--- src/shared/cswb_pkg.sv ---
package cswb_pkg;
	localparam int          CSWB_NSEL      = 4;
	// register byte offsets, four words per select block
	localparam logic [7:0]  CSWB_OFS_CTL   = 8'h00;
	localparam logic [7:0]  CSWB_OFS_LBR   = 8'h04;
	localparam logic [7:0]  CSWB_OFS_UBR   = 8'h08;
	localparam logic [7:0]  CSWB_OFS_MODE  = 8'h0c;
	localparam logic [7:0]  CSWB_OFS_STAT  = 8'h40;
	localparam int          CSWB_BLK_SH    = 4;
	// control field positions
	localparam int          CSWB_EN_BIT    = 3;
	localparam int          CSWB_IO_BIT    = 4;
	localparam int          CSWB_WAIT_LSB  = 5;
	// mode register fields: bits 1:0 mode, 7:4 clocks per state
	localparam int          CSWB_CPS_LSB   = 4;
	localparam logic [1:0]  CSWB_MODE_NAT  = 2'h0;
	localparam logic [1:0]  CSWB_MODE_LEG  = 2'h1;
	// reset values
	localparam logic [7:0]  CSWB_CTL_RST   = 8'h00;
	localparam logic [7:0]  CSWB_LBR_RST   = 8'h00;
	localparam logic [7:0]  CSWB_UBR0_RST  = 8'hff;
	localparam logic [7:0]  CSWB_UBR_RST   = 8'h00;
	localparam logic [7:0]  CSWB_MODE_RST  = 8'h10;
	// on-chip peripheral I/O window
	localparam logic [15:0] CSWB_PERI_LO   = 16'h0080;
	localparam logic [15:0] CSWB_PERI_HI   = 16'h00ff;
	localparam logic [1:0]  CSWB_RESP_OK   = 2'h0;
	localparam logic [1:0]  CSWB_RESP_ERR  = 2'h2;
	typedef enum logic [1:0] {
		CSWB_T_IDLE = 2'h0,
		CSWB_T_1    = 2'h1,
		CSWB_T_2    = 2'h2,
		CSWB_T_3    = 2'h3
	} cswb_tst_e;
endpackage : cswb_pkg

--- src/hdl/cswb_ctrl.sv ---
// Our own choices: the register offsets and register access over AXI4-Lite.
`timescale 1ns/10ps
`default_nettype none
module cswb_ctrl
	import cswb_pkg::*;
(
	// clock and reset
	input  wire logic        sys_clk_i,
	input  wire logic        rst_i,
	// axi4-lite write address and data
	input  wire logic        s_axi_awvalid_i,
	output logic             s_axi_awready_o,
	input  wire logic [7:0]  s_axi_awaddr_i,
	input  wire logic        s_axi_wvalid_i,
	output logic             s_axi_wready_o,
	input  wire logic [31:0] s_axi_wdata_i,
	input  wire logic [3:0]  s_axi_wstrb_i,
	// axi4-lite write response
	output logic             s_axi_bvalid_o,
	input  wire logic        s_axi_bready_i,
	output logic [1:0]       s_axi_bresp_o,
	// axi4-lite read
	input  wire logic        s_axi_arvalid_i,
	output logic             s_axi_arready_o,
	input  wire logic [7:0]  s_axi_araddr_i,
	output logic             s_axi_rvalid_o,
	input  wire logic        s_axi_rready_i,
	output logic [31:0]      s_axi_rdata_o,
	output logic [1:0]       s_axi_rresp_o,
	// cpu side access
	input  wire logic [23:0] cpu_addr_i,
	input  wire logic        cpu_mem_cycle_i,
	input  wire logic        cpu_io_cycle_i,
	input  wire logic        cpu_rd_i,
	input  wire logic        cpu_wr_i,
	output logic             cpu_stall_o,
	output logic [7:0]       cpu_rdata_o,
	// external bus
	input  wire logic [23:0] ext_addr_i,
	input  wire logic [7:0]  ext_data_i,
	input  wire logic        ext_wait_n_i,
	input  wire logic        bus_takeover_request_n_i,
	output logic             bus_grant_n_o,
	output logic             addr_oe_o,
	output logic [3:0]       select_line_n_o,
	output logic             memory_request_n_o,
	output logic             port_request_n_o,
	output logic             rd_n_o,
	output logic             wr_n_o
);
	//------------------------------------------------------------
	// state
	//------------------------------------------------------------
	typedef struct packed {
		// software-visible registers, one byte per select each
		logic [3:0][7:0] ctl;
		logic [3:0][7:0] lbr;
		logic [3:0][7:0] ubr;
		logic [3:0][7:0] mode;
		// axi write side: address and data may arrive apart
		logic            aw_got;
		logic            w_got;
		logic [7:0]      aw_addr;
		logic [31:0]     wdata;
		logic [3:0]      wstrb;
		// answers held until the master takes them
		logic            bvalid;
		logic [1:0]      bresp;
		logic            rvalid;
		logic [31:0]     rdata;
		logic [1:0]      rresp;
		// access sequencing: legacy state, state and wait counters
		cswb_tst_e       tst;
		logic [3:0]      tcnt;
		logic [2:0]      wcnt;
		logic            wait_done;
		// wait input one sample back, so a wait is honoured one cycle past its release
		logic            ext_hold;
		logic [7:0]      rlatch;
		// takeover grant and activity flag for the status register
		logic            grant;
		logic            busy;
	} cswb_st_s;

	cswb_st_s st_ff;
	cswb_st_s nxt_st;

	//------------------------------------------------------------
	// elaboration checks
	//------------------------------------------------------------
	// the select pins, the packed register arrays and the two-bit
	// winner index are all sized for four selects
	if (CSWB_NSEL != 4) begin : g_nsel_chk
		$error("cswb_ctrl serves exactly four selects");
	end

	//------------------------------------------------------------
	// helpers
	//------------------------------------------------------------
	// register index from byte address, -1 style flag in bit 5
	function automatic logic [5:0] cswb_dec(input logic [7:0] a);
		logic [5:0] r;
		r = 6'h20;
		if (a[7:6] == 2'h0 && a[1:0] == 2'h0)
			r = {2'h0, a[5:2]};
		else if (a == CSWB_OFS_STAT)
			r = 6'h10;
		return r;
	endfunction : cswb_dec

	// byte merge under the lane strobe; upper lanes are ignored
	function automatic logic [7:0] cswb_mrg(input logic [7:0] o,
		input logic [7:0] d, input logic s);
		return s ? d : o;
	endfunction : cswb_mrg

	//------------------------------------------------------------
	// select decode
	//------------------------------------------------------------
	// decode is purely combinational so a native access sees its
	// select in the same cycle the cpu presents the address
	logic [23:0] dec_addr;
	logic [3:0]  hit;
	logic [3:0]  win;
	logic [1:0]  win_idx;
	logic        any_win;
	logic        peri_io;

	// during takeover the external master's address is decoded
	assign dec_addr = st_ff.grant ? ext_addr_i : cpu_addr_i;
	assign peri_io  = dec_addr[15:0] >= CSWB_PERI_LO
		&& dec_addr[15:0] <= CSWB_PERI_HI;

	// raw match per select; the space bit steers each select to one
	// kind of cycle only, so a select never answers both spaces
	// and an I/O match ignores the page byte entirely
	always_comb begin
		for (int i = 0; i < CSWB_NSEL; i++) begin
			hit[i] = 1'b0;
			if (st_ff.ctl[i][CSWB_EN_BIT]) begin
				if (!st_ff.ctl[i][CSWB_IO_BIT])
					hit[i] = cpu_mem_cycle_i
						&& st_ff.lbr[i] <= dec_addr[23:16]
						&& dec_addr[23:16] <= st_ff.ubr[i];
				else
					hit[i] = cpu_io_cycle_i && !peri_io
						&& dec_addr[15:8] == st_ff.lbr[i];
			end
		end
	end

	// lowest number wins; one-hot keeps one select low per access
	always_comb begin
		win     = 4'h0;
		win_idx = 2'h0;
		for (int i = CSWB_NSEL - 1; i >= 0; i--) begin
			if (hit[i]) begin
				win     = 4'h0;
				win[i]  = 1'b1;
				win_idx = i[1:0];
			end
		end
	end
	assign any_win = |win;

	// timing fields of the winning select, used by both sequencers
	logic [1:0] sel_mode;
	logic [3:0] sel_cps;
	logic [2:0] sel_wait;
	logic       acc;
	assign sel_mode = st_ff.mode[win_idx][1:0];
	assign sel_cps  = st_ff.mode[win_idx][7:CSWB_CPS_LSB];
	assign sel_wait = st_ff.ctl[win_idx][7:CSWB_WAIT_LSB];
	assign acc      = any_win && (cpu_rd_i || cpu_wr_i);

	//------------------------------------------------------------
	// next state
	//------------------------------------------------------------
	// register index of the held write and of the offered read
	logic [5:0] wdec;
	logic [5:0] rdec;
	logic       legacy;
	logic       state_end;
	assign wdec      = cswb_dec(st_ff.aw_addr);
	assign rdec      = cswb_dec(s_axi_araddr_i);
	assign legacy    = acc && sel_mode == CSWB_MODE_LEG;
	assign state_end = st_ff.tcnt <= 4'h1;

	always_comb begin
		nxt_st = st_ff;
		// bus takeover grant follows the request
		nxt_st.grant = !bus_takeover_request_n_i;

		// write channel: address and data in either order
		// a write only commits once both halves are held, so a
		// half-taken write can never reach the registers
		if (s_axi_awvalid_i && !st_ff.aw_got) begin
			nxt_st.aw_got  = 1'b1;
			nxt_st.aw_addr = s_axi_awaddr_i;
		end
		if (s_axi_wvalid_i && !st_ff.w_got) begin
			nxt_st.w_got = 1'b1;
			nxt_st.wdata = s_axi_wdata_i;
			nxt_st.wstrb = s_axi_wstrb_i;
		end
		if (st_ff.aw_got && st_ff.w_got && !st_ff.bvalid) begin
			nxt_st.aw_got = 1'b0;
			nxt_st.w_got  = 1'b0;
			nxt_st.bvalid = 1'b1;
			nxt_st.bresp  = CSWB_RESP_OK;
			if (wdec[5:4] == 2'h0) begin
				case (wdec[1:0])
				2'h0: nxt_st.ctl[wdec[3:2]] = cswb_mrg(st_ff.ctl[wdec[3:2]],
					st_ff.wdata[7:0], st_ff.wstrb[0]);
				2'h1: nxt_st.lbr[wdec[3:2]] = cswb_mrg(st_ff.lbr[wdec[3:2]],
					st_ff.wdata[7:0], st_ff.wstrb[0]);
				2'h2: nxt_st.ubr[wdec[3:2]] = cswb_mrg(st_ff.ubr[wdec[3:2]],
					st_ff.wdata[7:0], st_ff.wstrb[0]);
				default: nxt_st.mode[wdec[3:2]] = cswb_mrg(
					st_ff.mode[wdec[3:2]], st_ff.wdata[7:0],
					st_ff.wstrb[0]);
				endcase
			end else if (wdec != 6'h10) begin
				nxt_st.bresp = CSWB_RESP_ERR;
			end
		end
		if (st_ff.bvalid && s_axi_bready_i)
			nxt_st.bvalid = 1'b0;

		// read channel: one read at a time; arready stays low
		// until the answer is taken, which refuses a second read
		if (s_axi_arvalid_i && !st_ff.rvalid) begin
			nxt_st.rvalid = 1'b1;
			nxt_st.rresp  = CSWB_RESP_OK;
			nxt_st.rdata  = 32'h0;
			if (rdec[5:4] == 2'h0) begin
				case (rdec[1:0])
				2'h0:    nxt_st.rdata[7:0] = st_ff.ctl[rdec[3:2]];
				2'h1:    nxt_st.rdata[7:0] = st_ff.lbr[rdec[3:2]];
				2'h2:    nxt_st.rdata[7:0] = st_ff.ubr[rdec[3:2]];
				default: nxt_st.rdata[7:0] = st_ff.mode[rdec[3:2]];
				endcase
			end else if (rdec == 6'h10) begin
				nxt_st.rdata[7:0] = {st_ff.grant, st_ff.busy,
					st_ff.tst, ~select_line_n_o};
			end else begin
				nxt_st.rresp = CSWB_RESP_ERR;
			end
		end
		if (st_ff.rvalid && s_axi_rready_i)
			nxt_st.rvalid = 1'b0;

		// external wait input, held to next edge after it rises
		nxt_st.ext_hold = !ext_wait_n_i;

		// access sequencing
		// a dropped access clears the state, wait counter and done flag, so an aborted
		// cycle leaves nothing behind for the next one; the cost
		// is that the cpu must hold its request until stall falls
		if (!acc) begin
			nxt_st.busy      = 1'b0;
			nxt_st.tst       = CSWB_T_IDLE;
			nxt_st.wait_done = 1'b0;
			nxt_st.wcnt      = 3'h0;
		end else if (legacy) begin
			nxt_st.busy = 1'b1;
			case (st_ff.tst)
			CSWB_T_IDLE: begin
				nxt_st.tst  = CSWB_T_1;
				nxt_st.tcnt = sel_cps;
			end
			// T1: select only, address settles
			CSWB_T_1: begin
				nxt_st.tcnt = st_ff.tcnt - 4'h1;
				if (state_end) begin
					nxt_st.tst  = CSWB_T_2;
					nxt_st.tcnt = sel_cps;
				end
			end
			// T2: read and request strobes on; the last cycle stretches while wait is low
			CSWB_T_2: begin
				if (!state_end)
					nxt_st.tcnt = st_ff.tcnt - 4'h1;
				else if (!ext_wait_n_i || st_ff.ext_hold) begin
					nxt_st.tcnt = 4'h1;
				end else begin
					nxt_st.tst  = CSWB_T_3;
					nxt_st.tcnt = sel_cps;
				end
			end
			// T3: nothing changes, data taken on the closing edge
			CSWB_T_3: begin
				nxt_st.tcnt = st_ff.tcnt - 4'h1;
				if (state_end) begin
					nxt_st.rlatch    = ext_data_i;
					nxt_st.tst       = CSWB_T_IDLE;
					nxt_st.wait_done = 1'b1;
				end
			end
			default: nxt_st.tst = CSWB_T_IDLE;
			endcase
			// a finished cycle parks until the cpu drops the access
			if (st_ff.wait_done)
				nxt_st.tst = CSWB_T_IDLE;
		end else begin
			// native mode: programmed waits then external waits
			// the wait input is only looked at once the programmed
			// count has run out, so no external wait comes before them
			nxt_st.busy = 1'b1;
			if (!st_ff.wait_done) begin
				if (st_ff.wcnt < sel_wait)
					nxt_st.wcnt = st_ff.wcnt + 3'h1;
				else if (ext_wait_n_i && !st_ff.ext_hold) begin
					nxt_st.wait_done = 1'b1;
					nxt_st.rlatch    = ext_data_i;
				end
			end
		end
	end

	//------------------------------------------------------------
	// registers
	//------------------------------------------------------------
	// reset loads constants only; select 0 alone spans the memory map
	always_ff @(posedge sys_clk_i or posedge rst_i) begin
		if (rst_i) begin
			st_ff        <= '0;
			st_ff.tst    <= CSWB_T_IDLE;
			for (int i = 0; i < CSWB_NSEL; i++) begin
				st_ff.ctl[i]  <= CSWB_CTL_RST;
				st_ff.lbr[i]  <= CSWB_LBR_RST;
				st_ff.ubr[i]  <= (i == 0) ? CSWB_UBR0_RST : CSWB_UBR_RST;
				st_ff.mode[i] <= CSWB_MODE_RST;
			end
		end else begin
			st_ff <= nxt_st;
		end
	end

	//------------------------------------------------------------
	// outputs
	//------------------------------------------------------------
	// strobes are combinational so native mode adds no delay; the
	// cost is that they follow cpu glitches straight to the pins
	logic sel_on;
	logic strb_on;
	// legacy: select from T1, read and request strobes from T2 on; write strobe never
	assign sel_on  = legacy ? (st_ff.tst != CSWB_T_IDLE) : acc;
	assign strb_on = legacy ? (st_ff.tst == CSWB_T_2 || st_ff.tst == CSWB_T_3)
		: acc;

	// idle or unmatched keeps every select high
	assign select_line_n_o    = sel_on ? ~win : 4'hf;
	assign memory_request_n_o = !(strb_on && cpu_mem_cycle_i);
	assign port_request_n_o   = !(strb_on && cpu_io_cycle_i);
	assign rd_n_o             = !(strb_on && cpu_rd_i);
	assign wr_n_o             = !(strb_on && cpu_wr_i && !legacy);
	assign cpu_stall_o        = acc && !st_ff.wait_done;
	assign cpu_rdata_o        = st_ff.rlatch;
	assign bus_grant_n_o      = !st_ff.grant;
	assign addr_oe_o          = !st_ff.grant;

	// ready is refused only while a word is held, never by bus waits
	// axi handshakes; registers unreachable from external bus
	assign s_axi_awready_o = !st_ff.aw_got;
	assign s_axi_wready_o  = !st_ff.w_got;
	assign s_axi_bvalid_o  = st_ff.bvalid;
	assign s_axi_bresp_o   = st_ff.bresp;
	assign s_axi_arready_o = !st_ff.rvalid;
	assign s_axi_rvalid_o  = st_ff.rvalid;
	assign s_axi_rdata_o   = st_ff.rdata;
	assign s_axi_rresp_o   = st_ff.rresp;
endmodule : cswb_ctrl
`default_nettype wire

--- config.mk ---
export PLATFORM = sky130hd
export DESIGN_NAME = cswb_ctrl
export DESIGN_NICKNAME = d
export VERILOG_FILES = /design/src/shared/cswb_pkg.sv /design/src/hdl/cswb_ctrl.sv
export SDC_FILE = /design/constraint.sdc
export NUM_CORES = 1
export LEC_CHECK = 0
export ABC_CLOCK_PERIOD_IN_PS = 7000
export BUFFER_PORTS_ARGS = -buffer_cell sky130_fd_sc_hd__buf_2
export CAP_MARGIN = 25
export CORE_MARGIN = 2
export CORE_UTILIZATION = 40
export DETAILED_ROUTE_END_ITERATION = 7
export HOLD_SLACK_MARGIN = 0.15
export PLACE_DENSITY = 0.59
export SLEW_MARGIN = 20
export SYNTH_ARGS = -nofsm -noshare
export SYNTH_HDL_FRONTEND = slang
export SYNTH_SLANG_ARGS = --single-unit
--- constraint.sdc ---
create_clock -name sys_clk_i -period 7 [get_ports sys_clk_i]
set_input_delay 0.7 -clock sys_clk_i [delete_from_list [all_inputs] [get_ports sys_clk_i]]
set_output_delay 0.7 -clock sys_clk_i [all_outputs]
set_load 0.01 [all_outputs]
# Word-level counts from Yosys, hierarchy flattened
# Index checks and enable logic that the tools add are counted.
dict set report op_classes {
  addsub 2
  n_lt_le_gt_ge 16
  n_eq_ne 30
  muxes 94
  n_bitwise 3
  reduce_logical 77
}
# cell n
set op_table {}
lappend op_table {{8-bit two-way mux} 23}
lappend op_table {{8-bit binary-select mux with 2-bit select} 10}
lappend op_table {{32-bit bitwise mux} 4}
lappend op_table {{8-bit less-or-equal comparator} 8}
lappend op_table {{4-bit two-way mux} 9}
lappend op_table {{6-bit two-way mux} 6}
lappend op_table {{35-bit two-way mux} 1}
lappend op_table {{1-bit logical AND} 33}
lappend op_table {{8-bit equality test} 4}
lappend op_table {{2-bit two-way mux} 14}
lappend op_table {{24-bit two-way mux} 1}
lappend op_table {{6-bit one-hot mux with 4 select lines} 1}
lappend op_table {{8-bit one-hot mux with 3 select lines} 1}
lappend op_table {{1-bit two-way mux} 20}
lappend op_table {{2-bit zero test} 9}
lappend op_table {{8-bit demux with 2-bit select} 1}
lappend op_table {{8-bit by 7-bit equality test with 1-bit output (second input constant)} 2}
lappend op_table {{16-bit by 8-bit >= comparator with 1-bit output (second input constant)} 1}
lappend op_table {{16-bit by 8-bit less-or-equal comparator with 1-bit output (second input constant)} 1}
lappend op_table {{4-bit != test (second input constant)} 4}
lappend op_table {{1-bit zero test} 15}
lappend op_table {{3-bit AND reduction} 5}
lappend op_table {{2-bit nonzero test} 6}
lappend op_table {{2-bit by 1-bit != test with 1-bit output (second input constant)} 5}
lappend op_table {{other kinds (21)} 38}
dict set report word_totals {
  regBits 182
  elab_cells 256
}

# Longest topological paths before layout
# Gate-level depths: netlist of run 1.
dict set report depth {
  ltp_word 23
  ltp_mapped 25
  mapped_depth_nobuf 20
}

# Worst setup path after synthesis of run 1
# No wires, ideal clock.
dict set report synth_path {
  path_kind {flip-flop to flip-flop}
  from {reg st_ff[1] (netlist bit)}
  to {reg st_ff (netlist bit cpu_rdata_o[0])}
  setup_time_ns 0.125
  arrival_ns 4.767
  slack_ns 2.108
  path_stages_with_launch 25
  path_buffers 5
  path_cell_list {dfrtp_1 > buf_6 > buf_6 > buf_6 > mux2i_1 > inv_1 > ha_1 > nand4_1 > nand2b_1 > a21oi_1 > nor4bb_1 > o21a_1 > or2_1 > buf_2 > a21oi_1 > buf_2 > mux2_2 > o21ai_0 > ha_1 > o21a_1 > nor2_1 > a41o_1 > nor4_4 > o21ai_4 > mux2_4}
}
dict set report synth_via {
  elab_chain_len 18
  word_cells_on_any_way 62
  cone_classes {11 x order compare; 9 x eq/ne; 22 x mux; 20 x reduce/logical}
}
# item line_no
set synth_rtl {}
lappend synth_rtl {{start, declared} cswb_ctrl.sv:85} ;# cswb_st_s st_ff;
lappend synth_rtl {{start signal, assigned} cswb_ctrl.sv:336} ;# st_ff <= nxt_st;
lappend synth_rtl {{24-bit two-way mux (*)} cswb_ctrl.sv:130} ;# assign dec_addr = st_ff.grant ? ext_addr_i : cpu_addr_i;
lappend synth_rtl {{branches (longest 17 deep; another with 16-bit by 8-bit >= comparator with 1-bit output)} n/a}
# Mark *: on every way between the ends. The select of a mux whose other input is x is not followed.
# A chain may end at the register's enable or synchronous reset.

# Final worst setup path of run 1
dict set report layout_path {
  from {reg st_ff[1] (netlist bit)}
  to {reg st_ff (netlist bit cpu_rdata_o[6])}
}
# Same word-level chain as after synthesis.

==> impl_metrics.csv, run 1 <==
group,metric,value,unit
routing,num_vias,10820,
setup_path,crit_path_start_kind,"register",
routing,wl_met2,17310,um
global_routing,grt_pass1_wl,61790,um
clock_network,post_cts_resized,0,
synth,synth.area.top_cells,"dfrtp_1, mux2_2, ha_1",
setup_path,critical_path_class,"register to register",
power_and_ir_drop,ir_drop,191.3,uV
setup_path,r2r_setup_slack,0.88,ns
placement,dp_hpwl,28500,um
power_and_ir_drop,total_power,3.884,mW
clock_network,ctsHoldBuffers,0,
run_status,status,"completed",
clock_network,htreeDepth,4,
power_and_ir_drop,internal_power,2.262,mW
final_layout,layout-drive-gt1-share,22.60,%
global_routing,overflow,0,
clock_network,clkSinkCount,180,
synth,synth_top_area_share,33.72,%
timing,clock_skew,0.02074,ns
routing,ant_nets,0,
timing,rsz0062_at_grt,"no",
timing,min_period,6.120,ns
timing,maxSlewViolCount,0,
setup_path,crit_path_max_fanout,12,
clock_network,cts_setup_buffers,0,
synth,yosys_warnings,0,
timing,fin_setup_tns,0,ns
placement,dp.cells,1789,
final_layout,final_cells,1821,
clock_network,clock-root-buffer,"clkbuf_16",
synth,syn_area,0.01247,mm^2
placement,place.gp.congestion,0.9198,
synth,synth.most_common_cell,"dfrtp_1",
floorplanning,io_pins,181,
routing,route.met3.wl,3674,um
flow_run,drv_cap,0,
routing,routed_wl,40020,um
timing,slew_headroom,29.34,%
power_and_ir_drop,pwr_density_cell,279.8,mW/mm^2
power_and_ir_drop,pwr-share-clk,26.5,%
clock_network,clkTransAtPathRegs,0.09,ns
clock_network,cts_max_path_buffers,2,
final_layout,antennaDiodeCount,0,
final_layout,postLayoutCellArea,0.01388,mm^2
power_and_ir_drop,seqPwrFrac,37.5,%
floorplanning,die_h,180.5,um
clock_network,cts_buffers,17,
synth,synthTopCellsByCount,"dfrtp_1, nand2_1, o21ai_0, mux2_2, a21oi_1",
routing,drc,0,
setup_path,worstRegToRegCells,19,
routing,drt_iter0_markers,1094,
clock_network,cts_tree,"yes",
synth,ys.flop_type,"dfrtp_1",
synth,yosysTopAreaCell,"dfrtp_1",
synth,seq_area_frac_synth,36.25,%
synth,synth.distinct_cells,82,
power_and_ir_drop,combPwrFrac,36.0,%
synth,synth_edf_count,0,
final_layout,area_growth,11.35,%
setup_path,arrival,6.46,ns
synth,synth_cells,1341,
floorplanning,fp-row-count,64,
global_routing,grt.total_usage,24.40,%
floorplanning,dieArea,0.03259,mm^2
routing,wl_per_cell,21.97,um
setup_path,critPathRequiredTime,7.34,ns
timing,fmax,163.4,MHz
floorplanning,die_x,180.5,um
routing,routed.top_layer,"met4",
final_layout,final_net_count,1602,
synth,postSynthAreaPerCell,9.296,um^2
placement,port_buffers,113,
routing,wl_met1,17820,um
routing,dr.pass1.iters,6,
global_routing,grt_pass1_vias,10520,
power_and_ir_drop,p_leak,5.975,nW
routing,vias_per_cell,5.940,
floorplanning,core_area,0.03067,mm^2
synth,async_flop_share,100.0,%
placement,dpl_cell_area,0.01324,mm^2
global_routing,grt_max_degree,70,
power_and_ir_drop,p_sw,1.622,mW
worst_hold_path,hold_class,"primary input to asynchronous set/reset pin",
synth,ys_seq_elements,180,
floorplanning,initial_core_util,40.65,%
timing,finalSetupViolCount,0,
power_and_ir_drop,swShare,41.76,%
setup_path,end_kind,"register",
timing,worst_pin_slew,1.058,ns
timing,finalCritPeriodShare,87.43,%
global_routing,grt_antenna_before_repair,0,
clock_network,clk_latency,0.46,ns
timing,hold_viol_final,0,
critical path: stages, from the launching register on:
cell       delay [ns]
dfrtp_1          0.79
mux2i_1          0.55
inv_1            0.25
ha_1             0.35
nor2b_1          0.13
o211ai_1         0.15
a21oi_1          0.09
nor4bb_1         0.55
o21a_1           0.35
or2_1            0.33
a21oi_1          0.07
buf_4            0.22
mux2_2           0.25
o21ai_0          0.17
ha_1             0.28
a2111oi_0        0.36
a41o_1           0.34
nor4_4           0.06
o21ai_4          0.35
mux2_4           0.34
cells by family (layout without fill, tap and decap cells):
| logic type | Yosys count | count (layout) | share of synthesized area [%] |
|---|---|---|---|
| adders and majority gates | 69 | 69 | 6.926 |
| xor gates and xnor gates | 33 | 33 | 2.319 |
| AOI/OAI and AO/OA | 370 | 370 | 19.34 |
| and+or+nand+nor | 371 | 371 | 14.50 |
| DFF | 180 | 180 | 36.25 |
| buffers and inverters | 177 | 236 | 6.946 |
| muxes | 140 | 140 | 13.68 |
| other | 1 | 26 | 0.03008 |
routing by layer:
| layer | vias to the layer above | track usage (%) |
|---|---|---|
| li1 | 4950 | - |
| met1 | 5255 | 34.53 |
| met2 | 534 | 37.07 |
| met3 | 77 | 5.032 |
| met4 | 0 | 8.419 |
| met5 | - | 0 |
registers in the layout, summed over array words and instances, names as in the netlist:
name	flops
s_axi_bvalid_o	1
s_axi_rdata_o	8
s_axi_rvalid_o	1
st_ff	160
s_axi_bresp_o	1
cpu_rdata_o	8
s_axi_rresp_o	1
through the flow:
stage               hold slack [ns]  worst slack [ns]  util (%)
floorplan                    0.4661             1.433         -
detailed placement           0.4881            0.9696     43.18
global route                 0.3457            0.4839     45.26
global placement             0.4867             1.109     43.13
finish                       0.2857            0.8800     45.26
CTS                          0.3283            0.9112     45.25
area by class of cell:
class,instances,area (um^2)
inverter,62,237.7
multi-input combinational,1009,7202
sequential,180,4521
clock inverter,15,209.0
fill,2997,16790
clock buffer,17,425.4
tap,396,495.5
timing repair buffer,142,790.8
layout by cell type, fill, tap and decap left out, drive strengths merged, types with 4 or more instances in the layout:
cell type  count
dfrtp        168
buf          142
nand2        141
o21ai        125
mux2          93
a21oi         78
nor2          69
ha            69
inv           69
nor2b         42
mux2i         39
a221oi        31
conb          26
a31oi         24
xnor2         22
nand3         20
nor3          20
nand4         19
clkbuf        17
o221ai        16
a22o          15
nand2b        13
dfstp         12
o211ai        11
xor2          11
o21a          10
nor4          10
o22ai          8
a22oi          8
mux4           8
or2            8
clkinv         8
and3           7
a21o           7
a211oi         6
o21bai         5
nor4b          4
a311oi         4
and2           4
path summary, 6_finish.rpt:
path | endpoint | start
hold reg to reg | st_ff[133]$_DFFE_PP1P_ | st_ff[133]$_DFFE_PP1P_
setup / recovery | cpu_rdata_o[6]$_DFFE_PP0P_ | st_ff[1]$_DFF_PP0_
hold / removal | st_ff[98]$_DFFE_PP0P_ | rst_i
setup reg to reg | cpu_rdata_o[6]$_DFFE_PP0P_ | st_ff[1]$_DFF_PP0_
min in group sys_clk_i | st_ff[1]$_DFF_PP0_ | bus_takeover_request_n_i
max in group asynchronous | st_ff[59]$_DFFE_PP0P_ | rst_i
power by group through the flow:
stage | sequential, mW | combinational, mW | clock [mW]
after CTS | 1.45 | 1.39 | 1.04
final | 1.46 | 1.40 | 1.03
after floorplan | 1.37 | 1.02 | 0
after global routing | 1.48 | 1.53 | 1.08
after detailed placement | 1.47 | 1.38 | 0
after global placement | 1.46 | 1.35 | 0
(Power assumes the default switching activity.)
==> inputs of run 2 (changes only) <==
- CORE_UTILIZATION: 40 -> 35
- PLACE_DENSITY: 0.59 -> 0.53
==> run 2 against run 1 <==
  * Sequential cell count unchanged
  * Highest routed layer unchanged
  * Die area up 14%
  * Core utilization down 5.7 points
  * Setup slack worse by 0.10 ns
  * Register-to-register slack worse by 0.10 ns
  * Cell count up 3.8%
  * Non-clock buffer count up 3
==> impl_metrics.csv, run 2 (synthesis results as in run 1) <==
group,metric,value,unit
setup_path,critical_path.cell_chain,"mux2i_1 -> inv_1 -> ha_1 -> nor2b_1 -> o211ai_1 -> a211o_1 -> nand4b_1 -> o21ai_1 -> nand2_1 -> a21oi_1 -> mux2_2 -> o21ai_0 -> ha_1 -> o21a_1 -> nor2_1 -> a41o_1 -> nor4_4 -> o21ai_4 -> mux2_4",
routing,num_vias,10700,
routing,ant_nets,0,
clock_network,clk_latency,0.45,ns
final_layout,multi_input_area,0.007199,mm^2
clock_network,cts_tree,"yes",
setup_path,end_kind,"register",
timing,fmax,160.7,MHz
floorplanning,fp-row-count,69,
routing,drt_iter0_markers,921,
timing,min_period,6.224,ns
global_routing,grt_antenna_before_repair,3,
setup_path,critical_path_class,"register to register",
clock_network,clkTransAtPathRegs,0.08,ns
power_and_ir_drop,p_sw,1.580,mW
final_layout,layout-drive-gt1-share,22.69,%
final_layout,area_growth,12.15,%
final_layout,final_util,39.59,%
final_layout,final_net_count,1605,
power_and_ir_drop,pwr-share-clk,26.9,%
final_layout,fill_cells,3586,
final_layout,regArea,0.004521,mm^2
final_layout,final_common_cell,"dfrtp_1",
clock_network,cts_setup_buffers,0,
timing,maxSlewViolCount,0,
flow_run,drv_cap,0,
setup_path,cp_num_cells,19,
setup_path,setup.worst_path.end,"cpu_rdata_o[5]$_DFFE_PP0P_",
floorplanning,dieArea,0.03714,mm^2
clock_network,post_cts_resized,0,
global_routing,overflow,0,
placement,pre_cts_ws,0.7593,ns
clock_network,htreeDepth,4,
routing,routed_wl,41400,um
setup_path,critPathLaunch,"st_ff[1]$_DFF_PP0_",
floorplanning,die_h,192.7,um
timing,whs,0.3454,ns
power_and_ir_drop,ir_drop,197.0,uV
placement,port_buffers,113,
clock_network,ctsHoldBuffers,0,
setup_path,r2r_start,"st_ff[1]$_DFF_PP0_",
timing,finalCritPeriodShare,88.91,%
worst_hold_path,hold_class,"primary input to asynchronous set/reset pin",
global_routing,grt_pass1_wl,61710,um
setup_path,crit_path_max_fanout,9,
floorplanning,core_area,0.03531,mm^2
setup_path,critPathTopFamily,"compound AO/OA/AOI/OAI gates",
clock_network,clock-root-buffer,"clkbuf_16",
timing,fin_setup_tns,0,ns
power_and_ir_drop,p_leak,5.990,nW
routing,vias_per_cell,5.660,
power_and_ir_drop,internal_power,2.354,mW
final_layout,layout_common_cells,"dfrtp_1, nand2_1, o21ai_0",
timing,finalSetupViolCount,0,
run_status,status,"completed",
clock_network,cts_buffers,17,
setup_path,arrival,6.55,ns
timing,rsz0062_at_grt,"no",
setup_path,crit_top_cell,"ha_1",
setup_path,path_buf_inv,1,
setup_path,r2r_setup_slack,0.78,ns
clock_network,clkSinkCount,180,
routing,drc,0,
setup_path,worstRegToRegCells,19,
final_layout,largest_reg_flops,160,
power_and_ir_drop,seqPwrFrac,37.1,%
power_and_ir_drop,combPwrFrac,36.0,%
setup_path,crit_path_start_kind,"register",
clock_network,cts_max_path_buffers,2,
global_routing,grt_max_degree,119,
timing,worst_slack,0.7761,ns
setup_path,r2r-end,"cpu_rdata_o[5]$_DFFE_PP0P_",
power_and_ir_drop,swShare,40.16,%
routing,dr.pass1.iters,5,
floorplanning,initial_core_util,35.30,%
placement,place.gp.congestion,0.9320,
power_and_ir_drop,pwr_density_cell,281.4,mW/mm^2
setup_path,max_stage_delay,0.68,ns
setup_path,critPathRequiredTime,7.33,ns
placement,dp_hpwl,29610,um
global_routing,grt_pass1_vias,10260,
global_routing,grt.total_usage,22.32,%
final_layout,top_register,"st_ff",
routing,wl_per_cell,21.89,um
timing,hold_viol_final,0,
timing,slew_headroom,27.88,%
timing,clock_skew,0.01559,ns
setup_path,cpMaxStageDelayCell,"dfrtp_1",
floorplanning,die_x,192.7,um
floorplanning,io_pins,181,
timing,worst_pin_slew,1.080,ns
==> run 2: worst register-to-register path: stages (launching register included) <==
cell	delay [ns]
dfrtp_1	0.68
mux2i_1	0.59
inv_1	0.25
ha_1	0.35
nor2b_1	0.13
o211ai_1	0.16
a211o_1	0.18
nand4b_1	0.20
o21ai_1	0.32
nand2_1	0.24
a21oi_1	0.65
mux2_2	0.41
o21ai_0	0.47
ha_1	0.34
o21a_1	0.10
nor2_1	0.08
a41o_1	0.21
nor4_4	0.06
o21ai_4	0.36
mux2_4	0.34
==> run 2: power groups by stage <==
stage	logic, mW	registers [mW]	clock network [mW]
after floorplan	1.02	1.37	0
after global placement	1.37	1.47	0
after detailed placement	1.40	1.48	0
after CTS	1.41	1.45	1.08
after global routing	1.54	1.49	1.12
final	1.42	1.46	1.06
==> run 2: layout make-up <==
cell class                 count  share of cell area [%]
timing repair buffer         145                   5.800
inverter                      62                   1.718
clock buffer                  18                   3.141
antenna                        2                 0.03580
clock inverter                14                   1.343
multi-input combinational   1009                   51.50
tap                          461                   4.126
sequential                   180                   32.34
==> run 2: metal layers <==
layer / share of wire [%] / GRT usage, % / vias to the layer above
met5: 0 / 0 / -
met4: 3.0 / 7.017 / 0
met3: 8.9 / 6.037 / 66
met2: 43 / 33.36 / 445
met1: 45 / 31.17 / 5228
li1: - / - / 4964
==> run 2: metrics by stage <==
| step | cell area, um^2 | instances | power, mW |
|---|---|---|---|
| detailed placement | 13350 | 1857 | 2.875 |
| global route | 13970 | 1889 | 4.152 |
| finish | 13980 | 1891 | 3.934 |
| floorplan | 12560 | 1366 | 2.382 |
| global placement | 13320 | 1854 | 2.840 |
| CTS | 13970 | 1889 | 3.941 |
==> run 2: how the worst min path moves through the flow <==
stage	startpoint	to	slack (ns)	cells past startpoint
after global placement	st_ff[133]$_DFFE_PP1P_	st_ff[133]$_DFFE_PP1P_	0.49	2
after floorplan	st_ff[113]$_DFFE_PP0P_	st_ff[113]$_DFFE_PP0P_	0.47	2
after detailed placement	st_ff[131]$_DFFE_PP0P_	st_ff[131]$_DFFE_PP0P_	0.49	2
after CTS	bus_takeover_request_n_i	st_ff[1]$_DFF_PP0_	0.38	2
final	rst_i	st_ff[98]$_DFFE_PP0P_	0.35	2
after global routing	ext_wait_n_i	st_ff[10]$_DFF_PP0_	0.39	2
